--- src/inc/psd_defs.vh ---
`ifndef PSD_DEFS_VH
`define PSD_DEFS_VH

// Data path geometry
`define PSD_DW        32
`define PSD_PW        4
`define PSD_WW        36
`define PSD_BL        8
`define PSD_AW        4
`define PSD_DEPTH     16
`define PSD_BCNT_W    2

// Register bus
`define PSD_BUS_AW    4
`define PSD_REG_CTRL  4'h0
`define PSD_REG_STAT  4'h4
`define PSD_REG_WCNT  4'h8
`define PSD_CTRL_OE   0
`define PSD_ST_ILV    0
`define PSD_ST_DRV    1
`define PSD_ST_SEL    2
`define PSD_ST_TAP    3
`define PSD_WCNT_W    16

// Reset values
`define PSD_CTRL_RST  1'b1
`define PSD_STRAP_RST 1'b1
`define PSD_SYNC_RST  3'h0
`define PSD_WORD_RST  36'h0
`define PSD_ADDR_RST  4'h0
`define PSD_BW_RST    4'hF
`define PSD_BCNT_RST  2'h0
`define PSD_BCNT_ONE  2'h1
`define PSD_WCNT_RST  16'h0000
`define PSD_WCNT_ONE  16'h0001
`define PSD_DATA_ZERO 32'h00000000

// Test port
`define PSD_IR_W      2
`define PSD_IR_CAP    2'h1
`define PSD_IR_RST    2'h3
`define PSD_SYN_TCK   0
`define PSD_SYN_TMS   1
`define PSD_SYN_TDI   2

`endif

--- src/logic/psd_sram.v ---
`timescale 1ns/1ns
`include "psd_defs.vh"

module psd_sram (
  // System
  input  wire                   clock,
  input  wire                   resetn,
  input  wire                   clk_en,
  // Memory controller pins
  input  wire                   clk_qualify_n,
  input  wire                   chip_select1_n,
  input  wire                   chip_select2,
  input  wire                   chip_select3_n,
  input  wire                   advance_load,
  input  wire                   write_n,
  input  wire [`PSD_PW-1:0]     byte_lane_write_n,
  input  wire [`PSD_AW-1:0]     addr,
  input  wire                   out_enable_n,
  input  wire [`PSD_DW-1:0]     dq_in,
  output wire [`PSD_DW-1:0]     dq_out,
  output wire                   dq_oe,
  input  wire [`PSD_PW-1:0]     parity_lane_in,
  output wire [`PSD_PW-1:0]     parity_lane_out,
  output wire                   parity_lane_oe,
  // Burst-order strap
  input  wire                   mode_strap,
  // Test port
  input  wire                   tck,
  input  wire                   tms,
  input  wire                   tdi,
  output wire                   tdo,
  output wire                   tdo_oe,
  // Avalon-MM slave
  input  wire [`PSD_BUS_AW-1:0] avs_address,
  input  wire                   avs_read,
  input  wire                   avs_write,
  input  wire [31:0]            avs_writedata,
  output reg  [31:0]            avs_readdata,
  output wire                   avs_waitrequest
);

  reg  [`PSD_WW-1:0]     mem [0:`PSD_DEPTH-1];
  reg  [2:0]             strap_sync;
  reg                    strap_lvl;
  reg                    s1_valid;
  reg                    s1_write;
  reg  [`PSD_AW-1:0]     s1_addr;
  reg  [`PSD_BCNT_W-1:0] s1_base;
  reg  [`PSD_BCNT_W-1:0] s1_cnt;
  reg  [`PSD_PW-1:0]     s1_bw;
  reg                    s2_write;
  reg  [`PSD_AW-1:0]     s2_addr;
  reg  [`PSD_PW-1:0]     s2_bw;
  reg                    wpend;
  reg  [`PSD_AW-1:0]     waddr;
  reg  [`PSD_PW-1:0]     wbw;
  reg  [`PSD_WW-1:0]     wdata;
  reg  [`PSD_WW-1:0]     dout;
  reg                    out_valid;
  reg                    ctrl_oe;
  reg  [`PSD_WCNT_W-1:0] wcount;
  reg                    rd_done;
  reg  [`PSD_WW-1:0]     next_dout;
  wire                   core_ce;
  wire                   selected;
  wire                   drive;
  wire                   tap_reset;
  wire [`PSD_BCNT_W-1:0] next_cnt;
  wire [`PSD_WW-1:0]     lane_word;
  integer                i;

  // Burst position: interleaved order xors, linear order adds
  function [`PSD_BCNT_W-1:0] burst_lo;
    input [`PSD_BCNT_W-1:0] base;
    input [`PSD_BCNT_W-1:0] cnt;
    input                   ilv;
    begin
      burst_lo = ilv ? (base ^ cnt) : (base + cnt);
    end
  endfunction

  // Byte-wise merge; each parity bit follows its byte's select
  function [`PSD_WW-1:0] merge;
    input [`PSD_WW-1:0] old;
    input [`PSD_WW-1:0] neu;
    input [`PSD_PW-1:0] bw_n;
    integer b;
    begin
      merge = old;
      for (b = 0; b < `PSD_PW; b = b + 1) begin
        if (!bw_n[b]) begin
          merge[b*`PSD_BL +: `PSD_BL] = neu[b*`PSD_BL +: `PSD_BL];
          merge[`PSD_DW + b]          = neu[`PSD_DW + b];
        end
      end
    end
  endfunction

  // Same-clock controller pins need no synchroniser
  assign core_ce   = clk_en & ~clk_qualify_n;
  assign selected  = ~chip_select1_n & chip_select2 & ~chip_select3_n;
  assign next_cnt  = s1_cnt + `PSD_BCNT_ONE;
  assign lane_word = {parity_lane_in, dq_in};

  // Output enable is asynchronous; internal control comes from registers
  assign drive = out_valid & ~out_enable_n & ctrl_oe;
  assign dq_oe           = drive;
  assign parity_lane_oe  = drive;
  assign dq_out          = dout[`PSD_DW-1:0];
  assign parity_lane_out = dout[`PSD_WW-1:`PSD_DW];

  // Read word with forwarding from writes not yet in the array
  always @* begin
    next_dout = mem[s1_addr];
    if (wpend && (waddr == s1_addr))
      next_dout = merge(next_dout, wdata, wbw);
    if (s2_write && (s2_addr == s1_addr))
      next_dout = merge(next_dout, lane_word, s2_bw);
  end

  // Strap: three stages, default high until a level is seen
  always @(posedge clock or negedge resetn) begin
    if (!resetn) begin
      strap_sync <= {3{`PSD_STRAP_RST}};
      strap_lvl  <= `PSD_STRAP_RST;
    end else if (clk_en) begin
      strap_sync <= {strap_sync[1:0], mode_strap};
      if (strap_sync[1] == strap_sync[2])
        strap_lvl <= strap_sync[2];
    end
  end

  // Command stage
  always @(posedge clock or negedge resetn) begin
    if (!resetn) begin
      s1_valid <= 1'b0;
      s1_write <= 1'b0;
      s1_addr  <= `PSD_ADDR_RST;
      s1_base  <= `PSD_BCNT_RST;
      s1_cnt   <= `PSD_BCNT_RST;
      s1_bw    <= `PSD_BW_RST;
    end else if (core_ce) begin
      if (!advance_load) begin
        s1_valid <= selected;
        s1_write <= ~write_n;
        s1_addr  <= addr;
        s1_base  <= addr[`PSD_BCNT_W-1:0];
        s1_cnt   <= `PSD_BCNT_RST;
        s1_bw    <= byte_lane_write_n | {`PSD_PW{write_n}};
      end else if (s1_valid) begin
        // Burst continues the latched access type
        s1_cnt <= next_cnt;
        s1_addr[`PSD_BCNT_W-1:0] <= burst_lo(s1_base, next_cnt,
                                             strap_lvl);
        s1_bw  <= byte_lane_write_n | {`PSD_PW{~s1_write}};
      end
    end
  end

  // Data phase, write capture and self-timed array write
  always @(posedge clock or negedge resetn) begin
    if (!resetn) begin
      s2_write  <= 1'b0;
      s2_addr   <= `PSD_ADDR_RST;
      s2_bw     <= `PSD_BW_RST;
      wpend     <= 1'b0;
      waddr     <= `PSD_ADDR_RST;
      wbw       <= `PSD_BW_RST;
      wdata     <= `PSD_WORD_RST;
      dout      <= `PSD_WORD_RST;
      out_valid <= 1'b0;
      wcount    <= `PSD_WCNT_RST;
    end else if (core_ce) begin
      s2_write <= s1_valid & s1_write;
      s2_addr  <= s1_addr;
      s2_bw    <= s1_bw;
      // Write and deselect commands float the lanes for their data phase clock
      out_valid <= s1_valid & ~s1_write;
      if (s1_valid && !s1_write)
        dout <= next_dout;
      wpend <= s2_write;
      if (s2_write) begin
        wdata <= lane_word;
        waddr <= s2_addr;
        wbw   <= s2_bw;
      end
      if (wpend)
        wcount <= wcount + `PSD_WCNT_ONE;
    end
  end

  always @(posedge clock) begin
    if (resetn && core_ce && wpend)
      mem[waddr] <= merge(mem[waddr], wdata, wbw);
  end

  // Register slave: reads take one wait state, writes take none
  assign avs_waitrequest = avs_read & ~rd_done;

  always @(posedge clock or negedge resetn) begin
    if (!resetn) begin
      ctrl_oe      <= `PSD_CTRL_RST;
      rd_done      <= 1'b0;
      avs_readdata <= `PSD_DATA_ZERO;
    end else if (clk_en) begin
      rd_done <= avs_read & ~rd_done;
      if (avs_write && avs_address == `PSD_REG_CTRL)
        ctrl_oe <= avs_writedata[`PSD_CTRL_OE];
      if (avs_read && !rd_done) begin
        avs_readdata <= `PSD_DATA_ZERO;
        case (avs_address)
          `PSD_REG_CTRL: avs_readdata[`PSD_CTRL_OE] <= ctrl_oe;
          `PSD_REG_STAT: begin
            avs_readdata[`PSD_ST_ILV] <= strap_lvl;
            avs_readdata[`PSD_ST_DRV] <= drive;
            avs_readdata[`PSD_ST_SEL] <= s1_valid;
            avs_readdata[`PSD_ST_TAP] <= tap_reset;
          end
          `PSD_REG_WCNT: avs_readdata[`PSD_WCNT_W-1:0] <= wcount;
          default: avs_readdata <= `PSD_DATA_ZERO;
        endcase
      end
    end
  end

  psd_tap u_tap (
    .clock     (clock),
    .resetn    (resetn),
    .clk_en    (clk_en),
    .tck       (tck),
    .tms       (tms),
    .tdi       (tdi),
    .tdo       (tdo),
    .tdo_oe    (tdo_oe),
    .tap_reset (tap_reset)
  );

  initial begin
    for (i = 0; i < `PSD_DEPTH; i = i + 1)
      mem[i] = `PSD_WORD_RST;
  end

endmodule

--- src/logic/psd_tap.v ---
`timescale 1ns/1ns
`include "psd_defs.vh"

module psd_tap (
  // System
  input  wire        clock,
  input  wire        resetn,
  input  wire        clk_en,
  // Test pins
  input  wire        tck,
  input  wire        tms,
  input  wire        tdi,
  output reg         tdo,
  output reg         tdo_oe,
  // Status
  output wire        tap_reset
);

  localparam [15:0] ST_TLR = 16'h0001, ST_RTI = 16'h0002,
                    ST_SDR = 16'h0004, ST_CDR = 16'h0008,
                    ST_SHD = 16'h0010, ST_E1D = 16'h0020,
                    ST_PSD = 16'h0040, ST_E2D = 16'h0080,
                    ST_UDR = 16'h0100, ST_SIR = 16'h0200,
                    ST_CIR = 16'h0400, ST_SHI = 16'h0800,
                    ST_E1I = 16'h1000, ST_PSI = 16'h2000,
                    ST_E2I = 16'h4000, ST_UIR = 16'h8000;

  reg  [2:0]             sync1;
  reg  [2:0]             sync2;
  reg  [2:0]             sync3;
  reg  [2:0]             lvl;
  reg  [15:0]            state;
  reg  [15:0]            next_state;
  reg  [`PSD_IR_W-1:0]   ir;
  reg                    bypass;
  wire [2:0]             agree;
  wire [2:0]             next_lvl;
  wire                   tck_rise;
  wire                   tck_fall;
  reg                    tck_rise_d;

  // A pin level counts once the second and third stages agree
  assign agree    = ~(sync2 ^ sync3);
  assign next_lvl = (sync3 & agree) | (lvl & ~agree);
  assign tck_rise = next_lvl[`PSD_SYN_TCK] & ~lvl[`PSD_SYN_TCK];
  assign tck_fall = ~next_lvl[`PSD_SYN_TCK] & lvl[`PSD_SYN_TCK];
  assign tap_reset = state[0];

  always @* begin
    next_state = state;
    case (state)
      ST_TLR: next_state = lvl[`PSD_SYN_TMS] ? ST_TLR : ST_RTI;
      ST_RTI: next_state = lvl[`PSD_SYN_TMS] ? ST_SDR : ST_RTI;
      ST_SDR: next_state = lvl[`PSD_SYN_TMS] ? ST_SIR : ST_CDR;
      ST_CDR: next_state = lvl[`PSD_SYN_TMS] ? ST_E1D : ST_SHD;
      ST_SHD: next_state = lvl[`PSD_SYN_TMS] ? ST_E1D : ST_SHD;
      ST_E1D: next_state = lvl[`PSD_SYN_TMS] ? ST_UDR : ST_PSD;
      ST_PSD: next_state = lvl[`PSD_SYN_TMS] ? ST_E2D : ST_PSD;
      ST_E2D: next_state = lvl[`PSD_SYN_TMS] ? ST_UDR : ST_SHD;
      ST_UDR: next_state = lvl[`PSD_SYN_TMS] ? ST_SDR : ST_RTI;
      ST_SIR: next_state = lvl[`PSD_SYN_TMS] ? ST_TLR : ST_CIR;
      ST_CIR: next_state = lvl[`PSD_SYN_TMS] ? ST_E1I : ST_SHI;
      ST_SHI: next_state = lvl[`PSD_SYN_TMS] ? ST_E1I : ST_SHI;
      ST_E1I: next_state = lvl[`PSD_SYN_TMS] ? ST_UIR : ST_PSI;
      ST_PSI: next_state = lvl[`PSD_SYN_TMS] ? ST_E2I : ST_PSI;
      ST_E2I: next_state = lvl[`PSD_SYN_TMS] ? ST_UIR : ST_SHI;
      ST_UIR: next_state = lvl[`PSD_SYN_TMS] ? ST_SDR : ST_RTI;
      default: next_state = ST_TLR;
    endcase
  end

  always @(posedge clock or negedge resetn) begin
    if (!resetn) begin
      sync1  <= `PSD_SYNC_RST;
      sync2  <= `PSD_SYNC_RST;
      sync3  <= `PSD_SYNC_RST;
      lvl    <= `PSD_SYNC_RST;
      state  <= ST_TLR;
      ir     <= `PSD_IR_RST;
      bypass <= 1'b0;
      tdo    <= 1'b0;
      tdo_oe <= 1'b0;
      tck_rise_d <= 1'b0;
    end else if (clk_en) begin
      sync1 <= {tdi, tms, tck};
      sync2 <= sync1;
      sync3 <= sync2;
      lvl   <= next_lvl;
      // Act one clock after the rise so mode and data levels have settled
      tck_rise_d <= tck_rise;
      if (tck_rise_d) begin
        // Mode select and serial input taken on the rising test clock
        state <= next_state;
        if (state == ST_CDR)
          bypass <= 1'b0;
        else if (state == ST_SHD)
          bypass <= lvl[`PSD_SYN_TDI];
        if (state == ST_CIR)
          ir <= `PSD_IR_CAP;
        else if (state == ST_SHI)
          ir <= {lvl[`PSD_SYN_TDI], ir[`PSD_IR_W-1:1]};
      end
      if (tck_fall) begin
        // Serial output changes only on the falling test clock
        tdo    <= (state == ST_SHI) ? ir[0] : bypass;
        tdo_oe <= (state == ST_SHD) | (state == ST_SHI);
      end
    end
  end

endmodule

--- config.mk ---
export PLATFORM = sky130hd
export DESIGN_NAME = psd_sram
export DESIGN_NICKNAME = d
export VERILOG_FILES = /design/src/logic/psd_sram.v /design/src/logic/psd_tap.v
export VERILOG_INCLUDE_DIRS = /design/src /design/src/inc
export SDC_FILE = /design/constraint.sdc
export NUM_CORES = 1
export LEC_CHECK = 0
export BUFFER_PORTS_ARGS = -buffer_cell sky130_fd_sc_hd__clkbuf_2
export CAP_MARGIN = 5
export CORE_MARGIN = 1
export CORE_UTILIZATION = 45
export CTS_CLUSTER_DIAMETER = 100
export DETAILED_ROUTE_END_ITERATION = 8
export SYNTH_ARGS = -nofsm -noshare
export SYNTH_HDL_FRONTEND = slang
export SYNTH_SLANG_ARGS = --single-unit
--- constraint.sdc ---
create_clock -name clock -period 6 [get_ports clock]
set_clock_uncertainty 0.15 [all_clocks]
set_input_delay 1.2 -clock clock [delete_from_list [all_inputs] [get_ports clock]]
set_output_delay 1.2 -clock clock [all_outputs]
set_load 0.05 [all_outputs]
Word-level counts from Yosys, hierarchy flattened. Memories as Yosys holds them, arrays and structs flattened. Cells that the tools add are included.

Word-level logic and storage cells: 187. Memories: 1. Output and inout port bits: 73. RAM bits: 576. Bits in registers: 177. Input bits: 96.

$add $sub $neg: 3. Equal/unequal tests: 26. Bitwise gates (word level): 30. Muxes and demuxes: 64. Reduce and logical (&&, ||, !) cells: 31.

Memories: mem (depth 16, bits a word 36, read ports 1, clocked after memory_dff 0, write ports 1, RTL line psd_sram.v:42) `` reg [`PSD_WW-1:0] mem [0:`PSD_DEPTH-1]; ``.

Operators with widths (number): one-hot mux 16 bit (12 select lines) (1); 2-to-1 mux 8 bit (17); 2-to-1 mux 36 bit (2); 2-to-1 mux 16 bit (2); AND reduction 2 bit (14); 2-to-1 mux 1 bit (21); 2-to-1 mux 9 bit (2); adder 16 x 1 -> 16 bit (second input constant) (1); == test 16 x 1 -> 1 bit (second input constant) (1); == test 16 x 10 -> 1 bit (second input constant) (1); == test 16 x 11 -> 1 bit (second input constant) (1); == test 16 x 12 -> 1 bit (second input constant) (1); == test 16 x 13 -> 1 bit (second input constant) (1); == test 16 x 14 -> 1 bit (second input constant) (1); == test 16 x 15 -> 1 bit (second input constant) (1); == test 16 bit (second input constant) (1); == test 16 x 2 -> 1 bit (second input constant) (1); == test 16 x 3 -> 1 bit (second input constant) (1); == test 16 x 4 -> 1 bit (second input constant) (1); == test 16 x 5 -> 1 bit (second input constant) (1); == test 16 x 6 -> 1 bit (second input constant) (1); == test 16 x 7 -> 1 bit (second input constant) (1); == test 16 x 8 -> 1 bit (second input constant) (1); == test 16 x 9 -> 1 bit (second input constant) (1); 35 further kinds (78).

Logic depth before layout (Yosys ltp).
Depth in word-level cells: 8. Mapped depth: 9. Mapped depth without buffers: 7.

Modules after synthesis. From an unflattened synthesis, not the netlist that was laid out.

Cells, all modules: 1718. Area total of the unflattened synthesis: 30439.2 µm².

Modules (own cells, without submodules): psd_sram (area each 28587.4 µm², cells each 1529, seq. area each 20896.3 µm², instances 1); psd_tap (area each 1851.8 µm², cells each 189, seq. area each 854.6 µm², instances 1).

Worst setup path before layout. OpenSTA, ideal clock, no wires.

Path kind: input port to output port. Start: in out_enable_n. End: out parity_lane_oe. Required time: 4650 ps. Data arrival time: 2252 ps. Slack: 2398 ps. Path buffers: 1. Stages: 2. Cell sequence: nor2_1 -> buf_4.

Word-level cells in the longest chain between the ends: 3.

Ends and longest elaborated chain: start: declaration (RTL line psd_sram.v:18) `input wire out_enable_n,`; inverter 1 bit (RTL line psd_sram.v:106) `assign drive = out_valid & ~out_enable_n & ctrl_oe;`; AND 1 bit (2 in series) (RTL line psd_sram.v:106); end: declaration (RTL line psd_sram.v:24) `output wire parity_lane_oe,`.

Every way passes these cells.

Worst setup path after layout.
Start: in clk_en. End: reg dout[4].

Word-level cells in the longest chain between the ends: 2.

Ends and longest elaborated chain: start: declaration (RTL line psd_sram.v:8) `input wire clk_en,`; AND 1 bit (RTL line psd_sram.v:100) `assign core_ce = clk_en & ~clk_qualify_n;`; AND reduction 2 bit (no line); end signal: assignment (RTL line psd_sram.v:170) `` dout <= `PSD_WORD_RST; ``; end signal: assignment (RTL line psd_sram.v:180) `dout <= next_dout;`; end: declaration (RTL line psd_sram.v:58) `` reg [`PSD_WW-1:0] dout; ``.

Every way passes these cells. A chain may end at the register's enable or synchronous reset.

==> results.sh <==
export IMPL_most_area_hungry_cell_type_in_the_yosys_netlist="edfxtp_1"
export IMPL_final_gp_congestion=0.824
export IMPL_pre_cts_slack_ps=1880
export IMPL_count_of_h_tree_levels_built_during_cts=3
export IMPL_clock_root_buffer="clkbuf_16"
export IMPL_postCtsSetupBuffers=0
export IMPL_netlist_area_sq_um=30500
export IMPL_clkTransAtPathRegs_ps=60
export IMPL_n_antenna_cell=0
export IMPL_area_growth_synth_to_final_pct=12.7
export IMPL_worst_setup_path_end_kind="flop"
export IMPL_worst_slew_margin_rel_pct=25.4
export IMPL_layout_drive_gt1_share_pct=23.8
export IMPL_drt_iter0_markers=1360
export IMPL_cts_repair_resized=0
export IMPL_final_setup_margin_ps=2440
export IMPL_number_of_antenna_violations_at_the_first_check_in_global_routing=0
export IMPL_worst_slew_pin_slew_ps=1120
export IMPL_numClockSinks=753
export IMPL_worstPathArrival_ps=3910
export IMPL_dp_final_hpwl_um=43200
export IMPL_first_pass_iters=5
export IMPL_rsz_0062_raised_after_global_routing="false"
export IMPL_final_standard_cell_area_without_fillers_sq_um=34400
export IMPL_result_of_the_run="finished, final reports clean"
export IMPL_antenna_left=0
export IMPL_synth_yosys_warnings=0
export IMPL_die_footprint_sq_um=68900
export IMPL_portion_of_the_clock_cycle_consumed_by_the_worst_path_in_the_final_layout_pct=59.4
export IMPL_detailed_route_wire_length_per_cell_um=24.0
export IMPL_vdd_ir_drop_worst_uv=200
export IMPL_timing_max_transition_violations_final=0
export IMPL_post_syn_instances=1854
export IMPL_startpoint_type="input pin"
export IMPL_grt_util_all_layers_pct=20.3
export IMPL_maximum_number_of_pins_on_one_net_before_global_route_repair=87
export IMPL_clock_path_buffers=3
export IMPL_postSynth_topFlopCell="edfxtp_1"
export IMPL_netlist_area_leader_share_pct=56.6
export IMPL_cts_inserted_buffers=78
export IMPL_worst_skew_pair_late_latency_ps=620
export IMPL_detail_route_wirelength_um=69400
export IMPL_postSynthAreaPerCell_sq_um=16.5
export IMPL_floorplan_die_width_um=263
export IMPL_grt_pass1_wl_um=106000
export IMPL_crit_path_max_fanout=34
export IMPL_die_height_um=263
export IMPL_tritoncts="built"
export IMPL_reg2reg_setup_slack_ps=2510
export IMPL_global_route_overflow_total=0
export IMPL_core_region_area_sq_um=67200
export IMPL_finalHoldViolations=0
export IMPL_worst_hold_path_type="flop to flop"
export IMPL_fmax_mhz=281
export IMPL_final_setup_tns_ps=0
export IMPL_cp_data_required_time_ps=6350
export IMPL_route_detailed_vias_per_inst=5.75
export IMPL_placement_cell_area_sq_um=31900
export IMPL_path_type_of_the_worst_setup_path="input pin to flop"
export IMPL_dr_total_vias=16600
export IMPL_finalNetCount=2056
export IMPL_rr_worst_depth=6
export IMPL_ys_ff_latch=753
export IMPL_route_detailed_drc=0
export IMPL_number_of_buffers_added_on_ports=121
export IMPL_mostFrequentLayoutCells="edfxtp_1, dfrtp_1, mux2i_1, clkbuf_2, nand2_1"
export IMPL_synth_area_top_cells="edfxtp_1, dfrtp_1, mux4_2"
export IMPL_synthArstFlopShare_pct=23.5
export IMPL_setup_violations=0
export IMPL_cts_hold_buffers=0
export IMPL_synth_enable_flop_cells=576
export IMPL_post_synth_num_cell_types=65
export IMPL_initial_utilization_pct=45.5
export IMPL_timing_max_cap_violations=0
export IMPL_post_route_min_period_ps=3560
export IMPL_std_cell_rows=95
export IMPL_power_per_cell_area_nw_per_um2=453
export IMPL_first_global_vias=17200
export IMPL_static_leakage_power_nw=12.3
export IMPL_synth_seq_area_share_pct=71.2
export IMPL_final_common_cell="edfxtp_1"
export IMPL_num_io_pins=169
export IMPL_hold_path_cell_count=2
## cell type report
| type | instances | area, sq um |
|---|---|---|
| clock buffers | 120 | 2290 |
| clock inverters | 25 | 253 |
| fillers | 5478 | 32700 |
| inverters | 13 | 48.8 |
| multi-input cells | 973 | 8210 |
| flip-flops and latches | 753 | 21800 |
| well taps | 873 | 1090 |
| repair buffers | 139 | 774 |
## power by group
| group | internal, mW | switching (mW) |
|---|---|---|
| registers | 6.58 | 1.00 |
| clock network | 2.81 | 1.95 |
| logic | 1.33 | 1.93 |
## worst max-delay path, stage by stage
cell	delay [ps]
clkbuf_2	80
buf_4	320
and4bb_2	740
nand4_1	380
or3_1	750
o221a_2	410
## metal layers
layer / vias up / global-route usage, % / share of wire [%]
met5: - / 0 / 0
met4: 0 / 5.82 / 1.8
met3: 81 / 3.36 / 4.9
met2: 411 / 33.4 / 49
met1: 8639 / 28.0 / 44
li1: 7517 / - / -
## final timing paths
kind,from,endpoint
min in group asynchronous,resetn,u_tap.state[15]
max in group asynchronous,resetn,wdata[34]
worst max-delay path,clk_en,dout[4]
worst min register to register,s1_bw[1],s2_bw[1]
worst max register to register,s1_addr[1],dout[32]
worst min-delay path,s1_bw[1],s2_bw[1]
## sequential cells by signal, summed over array words and instances, names as in the netlist, 16 cells and up, named ones only
register / flops
mem: 576
dout: 36
wdata: 36
avs_readdata: 16
u_tap.state: 16
wcount: 16
## cell usage after synthesis (all sizes together) (3+ instances only)
| library cell | count |
|---|---|
| a21oi | 28 |
| a221oi | 63 |
| a22o | 4 |
| a22oi | 30 |
| and2 | 3 |
| and3 | 5 |
| buf | 58 |
| clkbuf | 72 |
| dfrtp | 157 |
| dfstp | 20 |
| edfxtp | 576 |
| inv | 12 |
| mux2 | 80 |
| mux2i | 127 |
| mux4 | 72 |
| nand2 | 115 |
| nand2b | 8 |
| nand3 | 20 |
| nand3b | 3 |
| nand4 | 9 |
| nand4b | 7 |
| nor2 | 95 |
| nor2b | 9 |
| nor3 | 24 |
| nor4 | 4 |
| nor4b | 4 |
| o21ai | 76 |
| o221a | 36 |
| o221ai | 14 |
| o22a | 40 |
| o22ai | 4 |
| o31ai | 4 |
| or2 | 8 |
| or3 | 6 |
| or3b | 5 |
| xnor2 | 15 |
| xor2 | 15 |
## through the flow
stage / utilization, % / hold slack [ps] / total power [mW] / cells
after global routing: 51.3 / 350 / 16.3 / 2896
final: 51.3 / 310 / 15.6 / 2896
after floorplan: - / 285 / 9.75 / 1869
after global placement: 47.5 / 305 / 10.9 / 2751
after detailed placement: 47.5 / 303 / 11.0 / 2751
after CTS: 51.3 / 310 / 15.7 / 2896
## logic make-up after synthesis
group	count (synthesis)	share of synthesized area, %
simple gates	333	5.18
other cells	1	0.0123
mux	279	12.4
buf+inv	143	2.18
flops	753	71.2
xor+xnor	30	0.860
fa+ha+maj	2	0.0819
compound gates	313	8.07
No activity file was read; power rests on OpenSTA's default activity.
